<file path="src/hw/cpx_params.svh">
`ifndef CPX_PARAMS_SVH
`define CPX_PARAMS_SVH

// ****************************************************************
// register offsets on the cpu i/o port
// ****************************************************************
`define CPX_OFS_KEY 8'h04
`define CPX_OFS_DEXT 8'h08
`define CPX_OFS_XEXT 8'h09
`define CPX_OFS_YEXT 8'h0A
`define CPX_OFS_ZEXT 8'h0B
`define CPX_OFS_JEXT 8'h0C
`define CPX_OFS_TMP0 8'h10
`define CPX_OFS_TMP1 8'h11
`define CPX_OFS_TMP2 8'h12

// ****************************************************************
// implemented extension bits, reset values
// ****************************************************************
`define CPX_DEXT_MASK 8'h0F
`define CPX_XEXT_MASK 8'h0F
`define CPX_YEXT_MASK 8'h0F
`define CPX_ZEXT_MASK 8'h0F
`define CPX_JEXT_MASK 8'h03
`define CPX_EXT_RST 8'h00
`define CPX_TMP_RST 8'h00

// ****************************************************************
// change protection
// ****************************************************************
`define CPX_SIG_PMEM 8'h9D
`define CPX_SIG_IO 8'hD8
`define CPX_KEY_IO_BIT 0
`define CPX_KEY_PM_BIT 1
`define CPX_WIN_INSTR 3'h4

`endif

</file>
<file path="src/hw/cpx_pkg.sv">
package cpx_pkg;
	// gray along idle -> io -> pmem
	typedef enum logic [1:0] {
		CPX_IDLE = 2'b00,
		CPX_IO_OPEN = 2'b01,
		CPX_PM_OPEN = 2'b11
	} cpx_win_t;

	// byte index within a multi-byte register, from 0 up to its width in bytes minus one
	typedef logic [1:0] cpx_bidx_t;
endpackage

</file>
<file path="src/hw/cpx_cpu_sysregs.sv">
`timescale 1ns/1ps
`include "cpx_params.svh"

module cpx_cpu_sysregs
	import cpx_pkg::*;
(
	input wire logic clk,
	input wire logic sys_rst,
	input wire logic [7:0] io_addr,
	input wire logic io_wr,
	input wire logic io_rd,
	input wire logic io_dma,
	input wire logic [7:0] io_wdata,
	output logic [7:0] io_rdata_ff,
	input wire logic mem_wr,
	input wire logic instr_retire,
	input wire logic exec_store,
	input wire logic exec_load,
	input wire logic exec_load_fuse,
	input wire logic exec_sleep,
	input wire logic prot_target,
	input wire logic lock_target,
	input wire logic fuse_lock,
	output logic guarded_wr_ok,
	output logic store_allow,
	output logic load_allow,
	output logic irq_hold,
	input wire logic wide_rd,
	input wire logic wide_wr,
	input wire cpx_bidx_t wide_byte,
	input wire cpx_bidx_t wide_top,
	input wire logic [31:0] wide_val,
	output logic wide_commit_ff,
	output logic [31:0] wide_wdata_ff,
	input wire logic [15:0] x_ptr,
	input wire logic [15:0] y_ptr,
	input wire logic [15:0] z_ptr,
	input wire logic [15:0] direct_operand,
	output logic [23:0] x_addr_ff,
	output logic [23:0] y_addr_ff,
	output logic [23:0] z_addr_ff,
	output logic [23:0] direct_addr_ff,
	output logic [23:0] pm_ext_addr_ff,
	output logic [23:0] pm_load_addr_ff,
	output logic [23:0] jump_addr_ff
);
	// ****************************************************************
	// helpers
	// ****************************************************************
	function automatic logic [23:0] join_ext(input logic [7:0] ext,
		input logic [15:0] ptr);
		join_ext = {ext, ptr};
	endfunction

	function automatic logic hit(input logic [7:0] addr,
		input logic [7:0] ofs);
		hit = (addr == ofs);
	endfunction

	logic [7:0] dext_ff;
	logic [7:0] xext_ff;
	logic [7:0] yext_ff;
	logic [7:0] zext_ff;
	logic [7:0] jext_ff;
	cpx_win_t win_ff;
	cpx_win_t nxt_win;
	logic [2:0] cnt_ff;
	logic [2:0] nxt_cnt;
	logic cpu_wr;
	logic key_wr;
	logic tmp_wr;
	logic io_open;
	logic pm_open;
	logic [7:0] tmp_byte;
	logic [7:0] wide_rbyte;
	cpx_bidx_t tmp_sel;

	assign cpu_wr = io_wr && !io_dma;
	assign key_wr = cpu_wr && hit(io_addr, `CPX_OFS_KEY);
	assign io_open = (win_ff == CPX_IO_OPEN);
	assign pm_open = (win_ff == CPX_PM_OPEN);
	assign tmp_wr = io_wr && !wide_wr && !wide_rd &&
		(hit(io_addr, `CPX_OFS_TMP0) || hit(io_addr, `CPX_OFS_TMP1) ||
		hit(io_addr, `CPX_OFS_TMP2));

	always_comb begin
		tmp_sel = 2'h3;
		if (hit(io_addr, `CPX_OFS_TMP0)) begin
			tmp_sel = 2'h0;
		end else if (hit(io_addr, `CPX_OFS_TMP1)) begin
			tmp_sel = 2'h1;
		end else if (hit(io_addr, `CPX_OFS_TMP2)) begin
			tmp_sel = 2'h2;
		end
	end

	// ****************************************************************
	// address extension registers
	// ****************************************************************
	always_ff @(posedge clk or posedge sys_rst) begin
		if (sys_rst) begin
			dext_ff <= `CPX_EXT_RST;
			xext_ff <= `CPX_EXT_RST;
			yext_ff <= `CPX_EXT_RST;
			zext_ff <= `CPX_EXT_RST;
			jext_ff <= `CPX_EXT_RST;
		end else if (io_wr && !wide_wr) begin
			// only implemented bits are stored, the rest stay zero
			if (hit(io_addr, `CPX_OFS_DEXT)) begin
				dext_ff <= io_wdata & `CPX_DEXT_MASK;
			end
			if (hit(io_addr, `CPX_OFS_XEXT)) begin
				xext_ff <= io_wdata & `CPX_XEXT_MASK;
			end
			if (hit(io_addr, `CPX_OFS_YEXT)) begin
				yext_ff <= io_wdata & `CPX_YEXT_MASK;
			end
			if (hit(io_addr, `CPX_OFS_ZEXT)) begin
				zext_ff <= io_wdata & `CPX_ZEXT_MASK;
			end
			if (hit(io_addr, `CPX_OFS_JEXT)) begin
				jext_ff <= io_wdata & `CPX_JEXT_MASK;
			end
		end
	end

	// ****************************************************************
	// 24-bit address formation
	// ****************************************************************
	always_ff @(posedge clk or posedge sys_rst) begin
		if (sys_rst) begin
			x_addr_ff <= 24'h00_0000;
			y_addr_ff <= 24'h00_0000;
			z_addr_ff <= 24'h00_0000;
			direct_addr_ff <= 24'h00_0000;
			pm_ext_addr_ff <= 24'h00_0000;
			pm_load_addr_ff <= 24'h00_0000;
			jump_addr_ff <= 24'h00_0000;
		end else begin
			x_addr_ff <= join_ext(xext_ff, x_ptr);
			y_addr_ff <= join_ext(yext_ff, y_ptr);
			z_addr_ff <= join_ext(zext_ff, z_ptr);
			direct_addr_ff <= join_ext(dext_ff, direct_operand);
			pm_ext_addr_ff <= join_ext(zext_ff, z_ptr);
			pm_load_addr_ff <= join_ext(8'h00, z_ptr);
			jump_addr_ff <= join_ext(jext_ff, z_ptr);
		end
	end

	// ****************************************************************
	// change protection window
	// ****************************************************************
	always_comb begin
		nxt_win = win_ff;
		nxt_cnt = cnt_ff;
		if (instr_retire && cnt_ff != 3'h0) begin
			nxt_cnt = cnt_ff - 3'h1;
			if (cnt_ff == 3'h1) begin
				nxt_win = CPX_IDLE;
			end
		end
		case (win_ff)
		CPX_IO_OPEN: begin
			if (cpu_wr || mem_wr || exec_store || exec_load ||
				exec_sleep) begin
				nxt_win = CPX_IDLE;
			end
		end
		CPX_PM_OPEN: begin
			if (cpu_wr || mem_wr || exec_sleep) begin
				nxt_win = CPX_IDLE;
			end
		end
		CPX_IDLE: begin
			nxt_win = CPX_IDLE;
		end
		default: begin
			nxt_win = CPX_IDLE;
		end
		endcase
		if (nxt_win == CPX_IDLE) begin
			nxt_cnt = 3'h0;
		end
		// a fresh signature wins over any close in the same cycle
		if (key_wr && io_wdata == `CPX_SIG_IO) begin
			nxt_win = CPX_IO_OPEN;
			nxt_cnt = `CPX_WIN_INSTR;
		end else if (key_wr && io_wdata == `CPX_SIG_PMEM) begin
			nxt_win = CPX_PM_OPEN;
			nxt_cnt = `CPX_WIN_INSTR;
		end
	end

	always_ff @(posedge clk or posedge sys_rst) begin
		if (sys_rst) begin
			win_ff <= CPX_IDLE;
			cnt_ff <= 3'h0;
		end else begin
			win_ff <= nxt_win;
			cnt_ff <= nxt_cnt;
		end
	end

	// ****************************************************************
	// gating of protected actions
	// ****************************************************************
	assign irq_hold = (win_ff != CPX_IDLE);
	assign store_allow = exec_store && pm_open;
	assign load_allow = exec_load && (!exec_load_fuse || pm_open);
	assign guarded_wr_ok = io_wr && !(lock_target && fuse_lock) &&
		(!prot_target || (cpu_wr && io_open));

	// ****************************************************************
	// multi-byte access temporaries
	// ****************************************************************
	cpx_temp_bank u_temp (
		.clk(clk),
		.sys_rst(sys_rst),
		.wide_rd(wide_rd),
		.wide_wr(wide_wr),
		.wide_byte(wide_byte),
		.wide_top(wide_top),
		.wide_val(wide_val),
		.wdata(io_wdata),
		.tmp_wr(tmp_wr),
		.tmp_sel(tmp_sel),
		.tmp_byte(tmp_byte),
		.wide_rbyte(wide_rbyte),
		.wide_commit_ff(wide_commit_ff),
		.wide_wdata_ff(wide_wdata_ff)
	);

	// ****************************************************************
	// read data
	// ****************************************************************
	always_ff @(posedge clk or posedge sys_rst) begin
		if (sys_rst) begin
			io_rdata_ff <= 8'h00;
		end else if (wide_rd) begin
			io_rdata_ff <= wide_rbyte;
		end else if (io_rd) begin
			case (io_addr)
			`CPX_OFS_KEY: io_rdata_ff <= {6'h00, pm_open, io_open};
			`CPX_OFS_DEXT: io_rdata_ff <= dext_ff;
			`CPX_OFS_XEXT: io_rdata_ff <= xext_ff;
			`CPX_OFS_YEXT: io_rdata_ff <= yext_ff;
			`CPX_OFS_ZEXT: io_rdata_ff <= zext_ff;
			`CPX_OFS_JEXT: io_rdata_ff <= jext_ff;
			`CPX_OFS_TMP0, `CPX_OFS_TMP1, `CPX_OFS_TMP2: begin
				io_rdata_ff <= tmp_byte;
			end
			default: io_rdata_ff <= 8'h00;
			endcase
		end
	end

	// ****************************************************************
	// checks
	// ****************************************************************
	a_io_sig_opens: assert property (
		@(posedge clk) disable iff (sys_rst)
		key_wr && io_wdata == `CPX_SIG_IO |=> io_open && cnt_ff == 3'h4)
		else $error("io signature did not open window");

	a_pm_sig_opens: assert property (
		@(posedge clk) disable iff (sys_rst)
		key_wr && io_wdata == `CPX_SIG_PMEM |=> pm_open)
		else $error("pmem signature did not open window");

	a_win_max_four: assert property (
		@(posedge clk) disable iff (sys_rst)
		(win_ff != CPX_IDLE) |-> cnt_ff != 3'h0 && cnt_ff <= 3'h4)
		else $error("window open without instruction budget");

	a_io_close_wr: assert property (
		@(posedge clk) disable iff (sys_rst)
		io_open && (cpu_wr || mem_wr || exec_store || exec_load ||
		exec_sleep) && !key_wr |=> win_ff == CPX_IDLE)
		else $error("io window stayed open after closing event");

	a_pm_close: assert property (
		@(posedge clk) disable iff (sys_rst)
		pm_open && (mem_wr || exec_sleep) && !key_wr |=>
		win_ff == CPX_IDLE)
		else $error("pmem window stayed open after closing event");

	a_irq_held: assert property (
		@(posedge clk) disable iff (sys_rst)
		key_wr && io_wdata == `CPX_SIG_IO ##1 (!instr_retire && !cpu_wr &&
		!mem_wr && !exec_store && !exec_load && !exec_sleep) [*3] |->
		irq_hold)
		else $error("interrupts not held in window");

	a_dma_no_open: assert property (
		@(posedge clk) disable iff (sys_rst)
		win_ff == CPX_IDLE && io_wr && io_dma |=> win_ff == CPX_IDLE)
		else $error("dma write opened a window");

	a_dma_keeps_win: assert property (
		@(posedge clk) disable iff (sys_rst)
		win_ff != CPX_IDLE && io_wr && io_dma && !mem_wr &&
		!instr_retire && !exec_store && !exec_load && !exec_sleep |=>
		win_ff == $past(win_ff) && cnt_ff == $past(cnt_ff))
		else $error("dma write changed the window");

	a_key_readback: assert property (
		@(posedge clk) disable iff (sys_rst)
		io_rd && !wide_rd && hit(io_addr, `CPX_OFS_KEY) |=>
		io_rdata_ff == {6'h00, $past(pm_open), $past(io_open)})
		else $error("key register read back wrong");

	a_store_gated: assert property (
		@(posedge clk) disable iff (sys_rst)
		store_allow |-> pm_open && exec_store)
		else $error("store allowed without pmem window");

	a_fuse_blocks: assert property (
		@(posedge clk) disable iff (sys_rst)
		fuse_lock && lock_target |-> !guarded_wr_ok)
		else $error("locked register write let through");

	a_ext_zero_bits: assert property (
		@(posedge clk) disable iff (sys_rst)
		(jext_ff & ~`CPX_JEXT_MASK) == 8'h00 &&
		(dext_ff & ~`CPX_DEXT_MASK) == 8'h00)
		else $error("unimplemented extension bit set");

	a_jump_addr: assert property (
		@(posedge clk) disable iff (sys_rst)
		1'b1 |=> jump_addr_ff == {$past(jext_ff), $past(z_ptr)})
		else $error("jump address not formed from extension");

	a_direct_addr: assert property (
		@(posedge clk) disable iff (sys_rst)
		1'b1 |=> direct_addr_ff == {$past(dext_ff), $past(direct_operand)})
		else $error("direct address not formed from extension");

	a_pm_load_plain: assert property (
		@(posedge clk) disable iff (sys_rst)
		1'b1 |=> pm_load_addr_ff == {8'h00, $past(z_ptr)})
		else $error("plain load address used an extension");
endmodule // cpx_cpu_sysregs

</file>
<file path="src/hw/cpx_temp_bank.sv">
`timescale 1ns/1ps
`include "cpx_params.svh"

// ****************************************************************
// shared temporary bytes for atomic multi-byte access
// ****************************************************************
module cpx_temp_bank
	import cpx_pkg::*;
(
	input wire logic clk,
	input wire logic sys_rst,
	input wire logic wide_rd,
	input wire logic wide_wr,
	input wire cpx_bidx_t wide_byte,
	input wire cpx_bidx_t wide_top,
	input wire logic [31:0] wide_val,
	input wire logic [7:0] wdata,
	input wire logic tmp_wr,
	input wire cpx_bidx_t tmp_sel,
	output logic [7:0] tmp_byte,
	output logic [7:0] wide_rbyte,
	output logic wide_commit_ff,
	output logic [31:0] wide_wdata_ff
);
	logic [7:0] tmp_ff [0:2];
	logic commit;

	assign commit = wide_wr && (wide_byte == wide_top);
	assign tmp_byte = (tmp_sel == 2'h3) ? 8'h00 : tmp_ff[tmp_sel];
	assign wide_rbyte = (wide_byte == 2'h0) ? wide_val[7:0] :
		tmp_ff[wide_byte - 2'h1];

	always_ff @(posedge clk or posedge sys_rst) begin
		if (sys_rst) begin
			for (int i = 0; i < 3; i++) begin
				tmp_ff[i] <= `CPX_TMP_RST;
			end
		end else if (wide_rd && wide_byte == 2'h0) begin
			// low byte read snapshots all upper bytes at once
			tmp_ff[0] <= wide_val[15:8];
			tmp_ff[1] <= wide_val[23:16];
			tmp_ff[2] <= wide_val[31:24];
		end else if (wide_wr && !commit) begin
			tmp_ff[wide_byte] <= wdata;
		end else if (tmp_wr && tmp_sel != 2'h3) begin
			tmp_ff[tmp_sel] <= wdata;
		end
	end

	always_ff @(posedge clk or posedge sys_rst) begin
		if (sys_rst) begin
			wide_commit_ff <= 1'b0;
			wide_wdata_ff <= 32'h0000_0000;
		end else begin
			wide_commit_ff <= commit;
			if (commit) begin
				// top byte joins the buffered lower bytes in one step
				case (wide_top)
				2'h0: wide_wdata_ff <= {24'h00_0000, wdata};
				2'h1: wide_wdata_ff <= {16'h0000, wdata, tmp_ff[0]};
				2'h2: wide_wdata_ff <= {8'h00, wdata, tmp_ff[1],
					tmp_ff[0]};
				default: wide_wdata_ff <= {wdata, tmp_ff[2], tmp_ff[1],
					tmp_ff[0]};
				endcase
			end
		end
	end

	a_low_write_held: assert property (
		@(posedge clk) disable iff (sys_rst)
		wide_wr && wide_byte == 2'h0 && wide_top != 2'h0 ##1
		wide_wr && wide_byte == wide_top && wide_top == 2'h1 |=>
		wide_commit_ff && wide_wdata_ff[7:0] == $past(wdata, 2))
		else $error("low byte lost on wide write");

	a_high_read_snap: assert property (
		@(posedge clk) disable iff (sys_rst)
		wide_rd && wide_byte == 2'h0 && !wide_wr && !tmp_wr |=>
		tmp_ff[0] == $past(wide_val[15:8]))
		else $error("high byte not snapshotted on low read");
endmodule // cpx_temp_bank

</file>
<file path="config.mk">
export PLATFORM = sky130hd
export DESIGN_NAME = cpx_cpu_sysregs
export DESIGN_NICKNAME = d
export VERILOG_FILES = /design/src/hw/cpx_pkg.sv /design/src/hw/cpx_cpu_sysregs.sv /design/src/hw/cpx_temp_bank.sv
export VERILOG_INCLUDE_DIRS = /design/src /design/src/hw
export SDC_FILE = /design/constraint.sdc
export NUM_CORES = 1
export LEC_CHECK = 0
export BUFFER_PORTS_ARGS = -buffer_cell sky130_fd_sc_hd__buf_2
export CORE_AREA = 2 2 135 137
export CTS_CLUSTER_DIAMETER = 60
export DETAILED_ROUTE_END_ITERATION = 12
export DIE_AREA = 0 0 137 139
export MAX_ROUTING_LAYER = met4
export PLACE_DENSITY = 0.85
export REMOVE_ABC_BUFFERS = 1
export SLEW_MARGIN = 20
export SYNTH_ARGS = -nofsm -noshare
export SYNTH_HDL_FRONTEND = slang
export SYNTH_SLANG_ARGS = --single-unit
</file>
<file path="constraint.sdc">
create_clock -name clk -period 5.7 [get_ports clk]
set_input_delay 0.57 -clock clk [delete_from_list [all_inputs] [get_ports clk]]
set_output_delay 0.57 -clock clk [all_outputs]
set_load 0.03 [all_outputs]
</file>
==> results.cfg <==
[status]
status = completed

[floorplan]
io_pins = 345
fp.dieW_microns = 137
start_util_pct = 43.4
die_area_sq_um = 19000
rows = 49
core_sq_um = 17700
fp.dieH_microns = 139

[clock_network]
clk_path_buf_depth = 2
clock_insertion_delay_worst_skew_ns = 0.43
cts_sinks = 170
path_clk_slew_ns = 0.07
cts_tree = yes
postCtsSetupBuffers = 0
ctsResizeCount = 0
cts_root_buffer = clkbuf_16
htree_levels = 4
tritoncts.num_buffers = 17
postCtsHoldBufs = 0

[worst_setup_path]
reg2reg_slack_ns = 3.95
crit_path_max_incr_delay_ns = 0.59
cp_max_fo = 12
cp_slowest_cell = a221o_1
end_kind = flip-flop
arrival_ns = 2.77
path_class = in -> reg
cp-start-kind = input pin
cp.required_ns = 6.04
path_cells = buf_2 -> inv_1 -> ha_1 -> and2_1 -> a221o_1 -> mux2i_1

[global_routing]
grt_max_degree = 109
top_usage_layer = met2
groute.usage.overall_pct = 22.5
grt_pass1_vias = 5534
grt_pass1_wl_microns = 31200
gr-total-overflow = 0
use_met1_pct = 28.3
use_met3_pct = 5.96
use_met2_pct = 35.1
antenna_found_initial = 1

[route]
wl_per_cell_microns = 18.4
drt-total-wl_microns = 21200
drt-initial-drc-count = 445
vias = 5824
drc = 0
antenna_left = 0
dr.pass1.iters = 5
viasPerCell = 5.06

[timing]
fmax_ghz = 0.412
period_share_pct = 42.6
layout_min_cycle_time_ns = 2.43
drv_slew = 0
fin_skew_ns = 0.00690
relSlewSlack_pct = 26.2
setup_viol = 0
tns_ns = 0
tightestPinTransition_ns = 1.10
rsz0062_at_grt = false
hold_violations = 0

[pwr]
p_per_area_nw_per_um2 = 344
leakage_nw = 4.88
ir_drop_v = 0.000245
p_total_mw = 3.22

[synthesis]
synth_area_leaders = dfrtp_1 (55%), buf_4 (8.7%), mux2i_1 (5.7%), mux2_2 (4.0%), o21ai_0 (3.2%)
yosysTopAreaCell = dfrtp_1
ys_seq_area_share_pct = 55.5
synth_top_area_share_pct = 55.5
ys_warn_count = 0
synth_area_sq_um = 7670
netlist_instances = 670
yosysUniqueCellTypes = 53
syn_area_per_cell_sq_um = 11.4
synth-seq-cells = 170

[placement]
dp_hpwl_microns = 15700
gp_congestion = 0.899
io_buffers = 310
place_area_sq_um = 8830

[layout]
layout_commonest_cell = buf_2
areaGrowthSynthToFinish_pct = 22.3
final_cell_mix = buf_2 (310), dfrtp_1 (170), nand2_1 (62)
n_fill_cell = 1538
drive_above_1_share_pct = 42.3
fin_area_sq_um = 9380
num-nets-final = 1047

[run]
cap_violations = 0

[worst_hold_path]
hp-class = in -> reg
## cell type report
class	instances	area, sq um	area share (%)
well taps	229	287	3.06
multi-input cells	375	2600	27.7
clock inverters	13	110	1.17
flip-flops and latches	170	4250	45.4
clock buffers	18	429	4.58
repair buffers	312	1570	16.7
inverters	33	129	1.37
diodes	1	2.50	0.0267
## synthesized netlist by cell type, drive strengths merged
master and number:
or2 1, nor2b 18, a21boi 2, mux2 31, nand3b 2, or3b 2, nor4 8, or4 1
o21ai 49, buf 102, dfrtp 170, nand2 62, mux4 4, nand2b 3, a21oi 27, a22oi 7
nor4b 1, ha 6, inv 33, o2bb2ai 9, mux2i 44, o21bai 4, or2b 1, a211o 1
and3 7, conb 1, or3 2, nand3 11, nand4bb 1, a211oi 1, nor3 2, a221oi 7
clkbuf 23, a221o 1, nor4bb 1, o211ai 1, a31oi 4, xnor2 3, nand4b 1, and2 1
a311oi 6, nor2 9
## flip-flops by register name, summed over array words and instances, names as in the netlist
| signal | flops |
|---|---|
| cnt_ff | 3 |
| dext_ff | 4 |
| direct_addr_ff | 20 |
| io_rdata_ff | 8 |
| jext_ff | 2 |
| jump_addr_ff | 3 |
| pm_ext_addr_ff | 4 |
| pm_load_addr_ff | 15 |
| u_temp.tmp_ff | 24 |
| u_temp.wide_commit_ff | 1 |
| u_temp.wide_wdata_ff | 32 |
| win_ff | 2 |
| x_addr_ff | 20 |
| xext_ff | 4 |
| y_addr_ff | 20 |
| yext_ff | 4 |
| zext_ff | 4 |
## critical path: cells and delay by family
kind	cells	cell delay (ns)
AND/OR/NAND/NOR	1	0.51
buffers and inverters	2	0.36
AO/OA/AOI/OAI	1	0.59
adder cells (fa/ha/maj)	1	0.46
multiplexers	1	0.27
## path summary, 6_finish.rpt
check | endpoint | cells after the start | from
max | u_temp.tmp_ff[21]$_DFFE_PP0P_ | 6 | wide_byte[0]
min | pm_load_addr_ff[4]$_DFF_PP0_ | 1 | z_ptr[4]
max reg2reg | io_rdata_ff[1]$_DFFE_PP0P_ | 4 | yext_ff[1]$_DFFE_PP0P_
min reg2reg | pm_ext_addr_ff[16]$_DFF_PP0_ | 0 | zext_ff[0]$_DFFE_PP0P_
max in group asynchronous | pm_load_addr_ff[9]$_DFF_PP0_ | 3 | sys_rst
min in group asynchronous | direct_addr_ff[1]$_DFF_PP0_ | 2 | sys_rst
## through the flow
stage | utilization (%) | instances | hold WS (ns) | setup slack, ns
after floorplan | - | 578 | 0.364 | 0.527
after global placement | 50.0 | 1119 | 0.385 | 3.02
after detailed placement | 50.0 | 1119 | 0.389 | 2.92
after CTS | 53.0 | 1150 | 0.227 | 3.39
after global routing | 53.1 | 1151 | 0.220 | 3.19
final | 53.1 | 1151 | 0.242 | 3.27
## logic make-up after synthesis
kind of cell / after synthesis / synth area share, %
muxes: 79 / 11.7
other: 1 / 0.0489
DFF: 170 / 55.5
adders and majority gates: 6 / 0.979
buffers and inverters: 158 / 12.4
AOI/OAI and AO/OA: 119 / 9.74
xor gates and xnor gates: 3 / 0.343
and+or+nand+nor: 134 / 9.33
## power by group
| group | internal (mW) | switching (mW) | leakage [nW] |
|---|---|---|---|
| logic | 0.224 | 0.498 | 2.50 |
| clock network | 0.565 | 0.498 | 0.254 |
| registers | 1.34 | 0.0981 | 2.12 |
| total | 2.13 | 1.09 | 4.88 |
## layer usage
layer | routed length (microns) | up-vias
met5 | 0 | -
li1 | - | 2643
met4 | 446 | 0
met3 | 1960 | 41
met2 | 10400 | 321
met1 | 8400 | 2819
No activity file was read; power rests on OpenSTA's default activity.
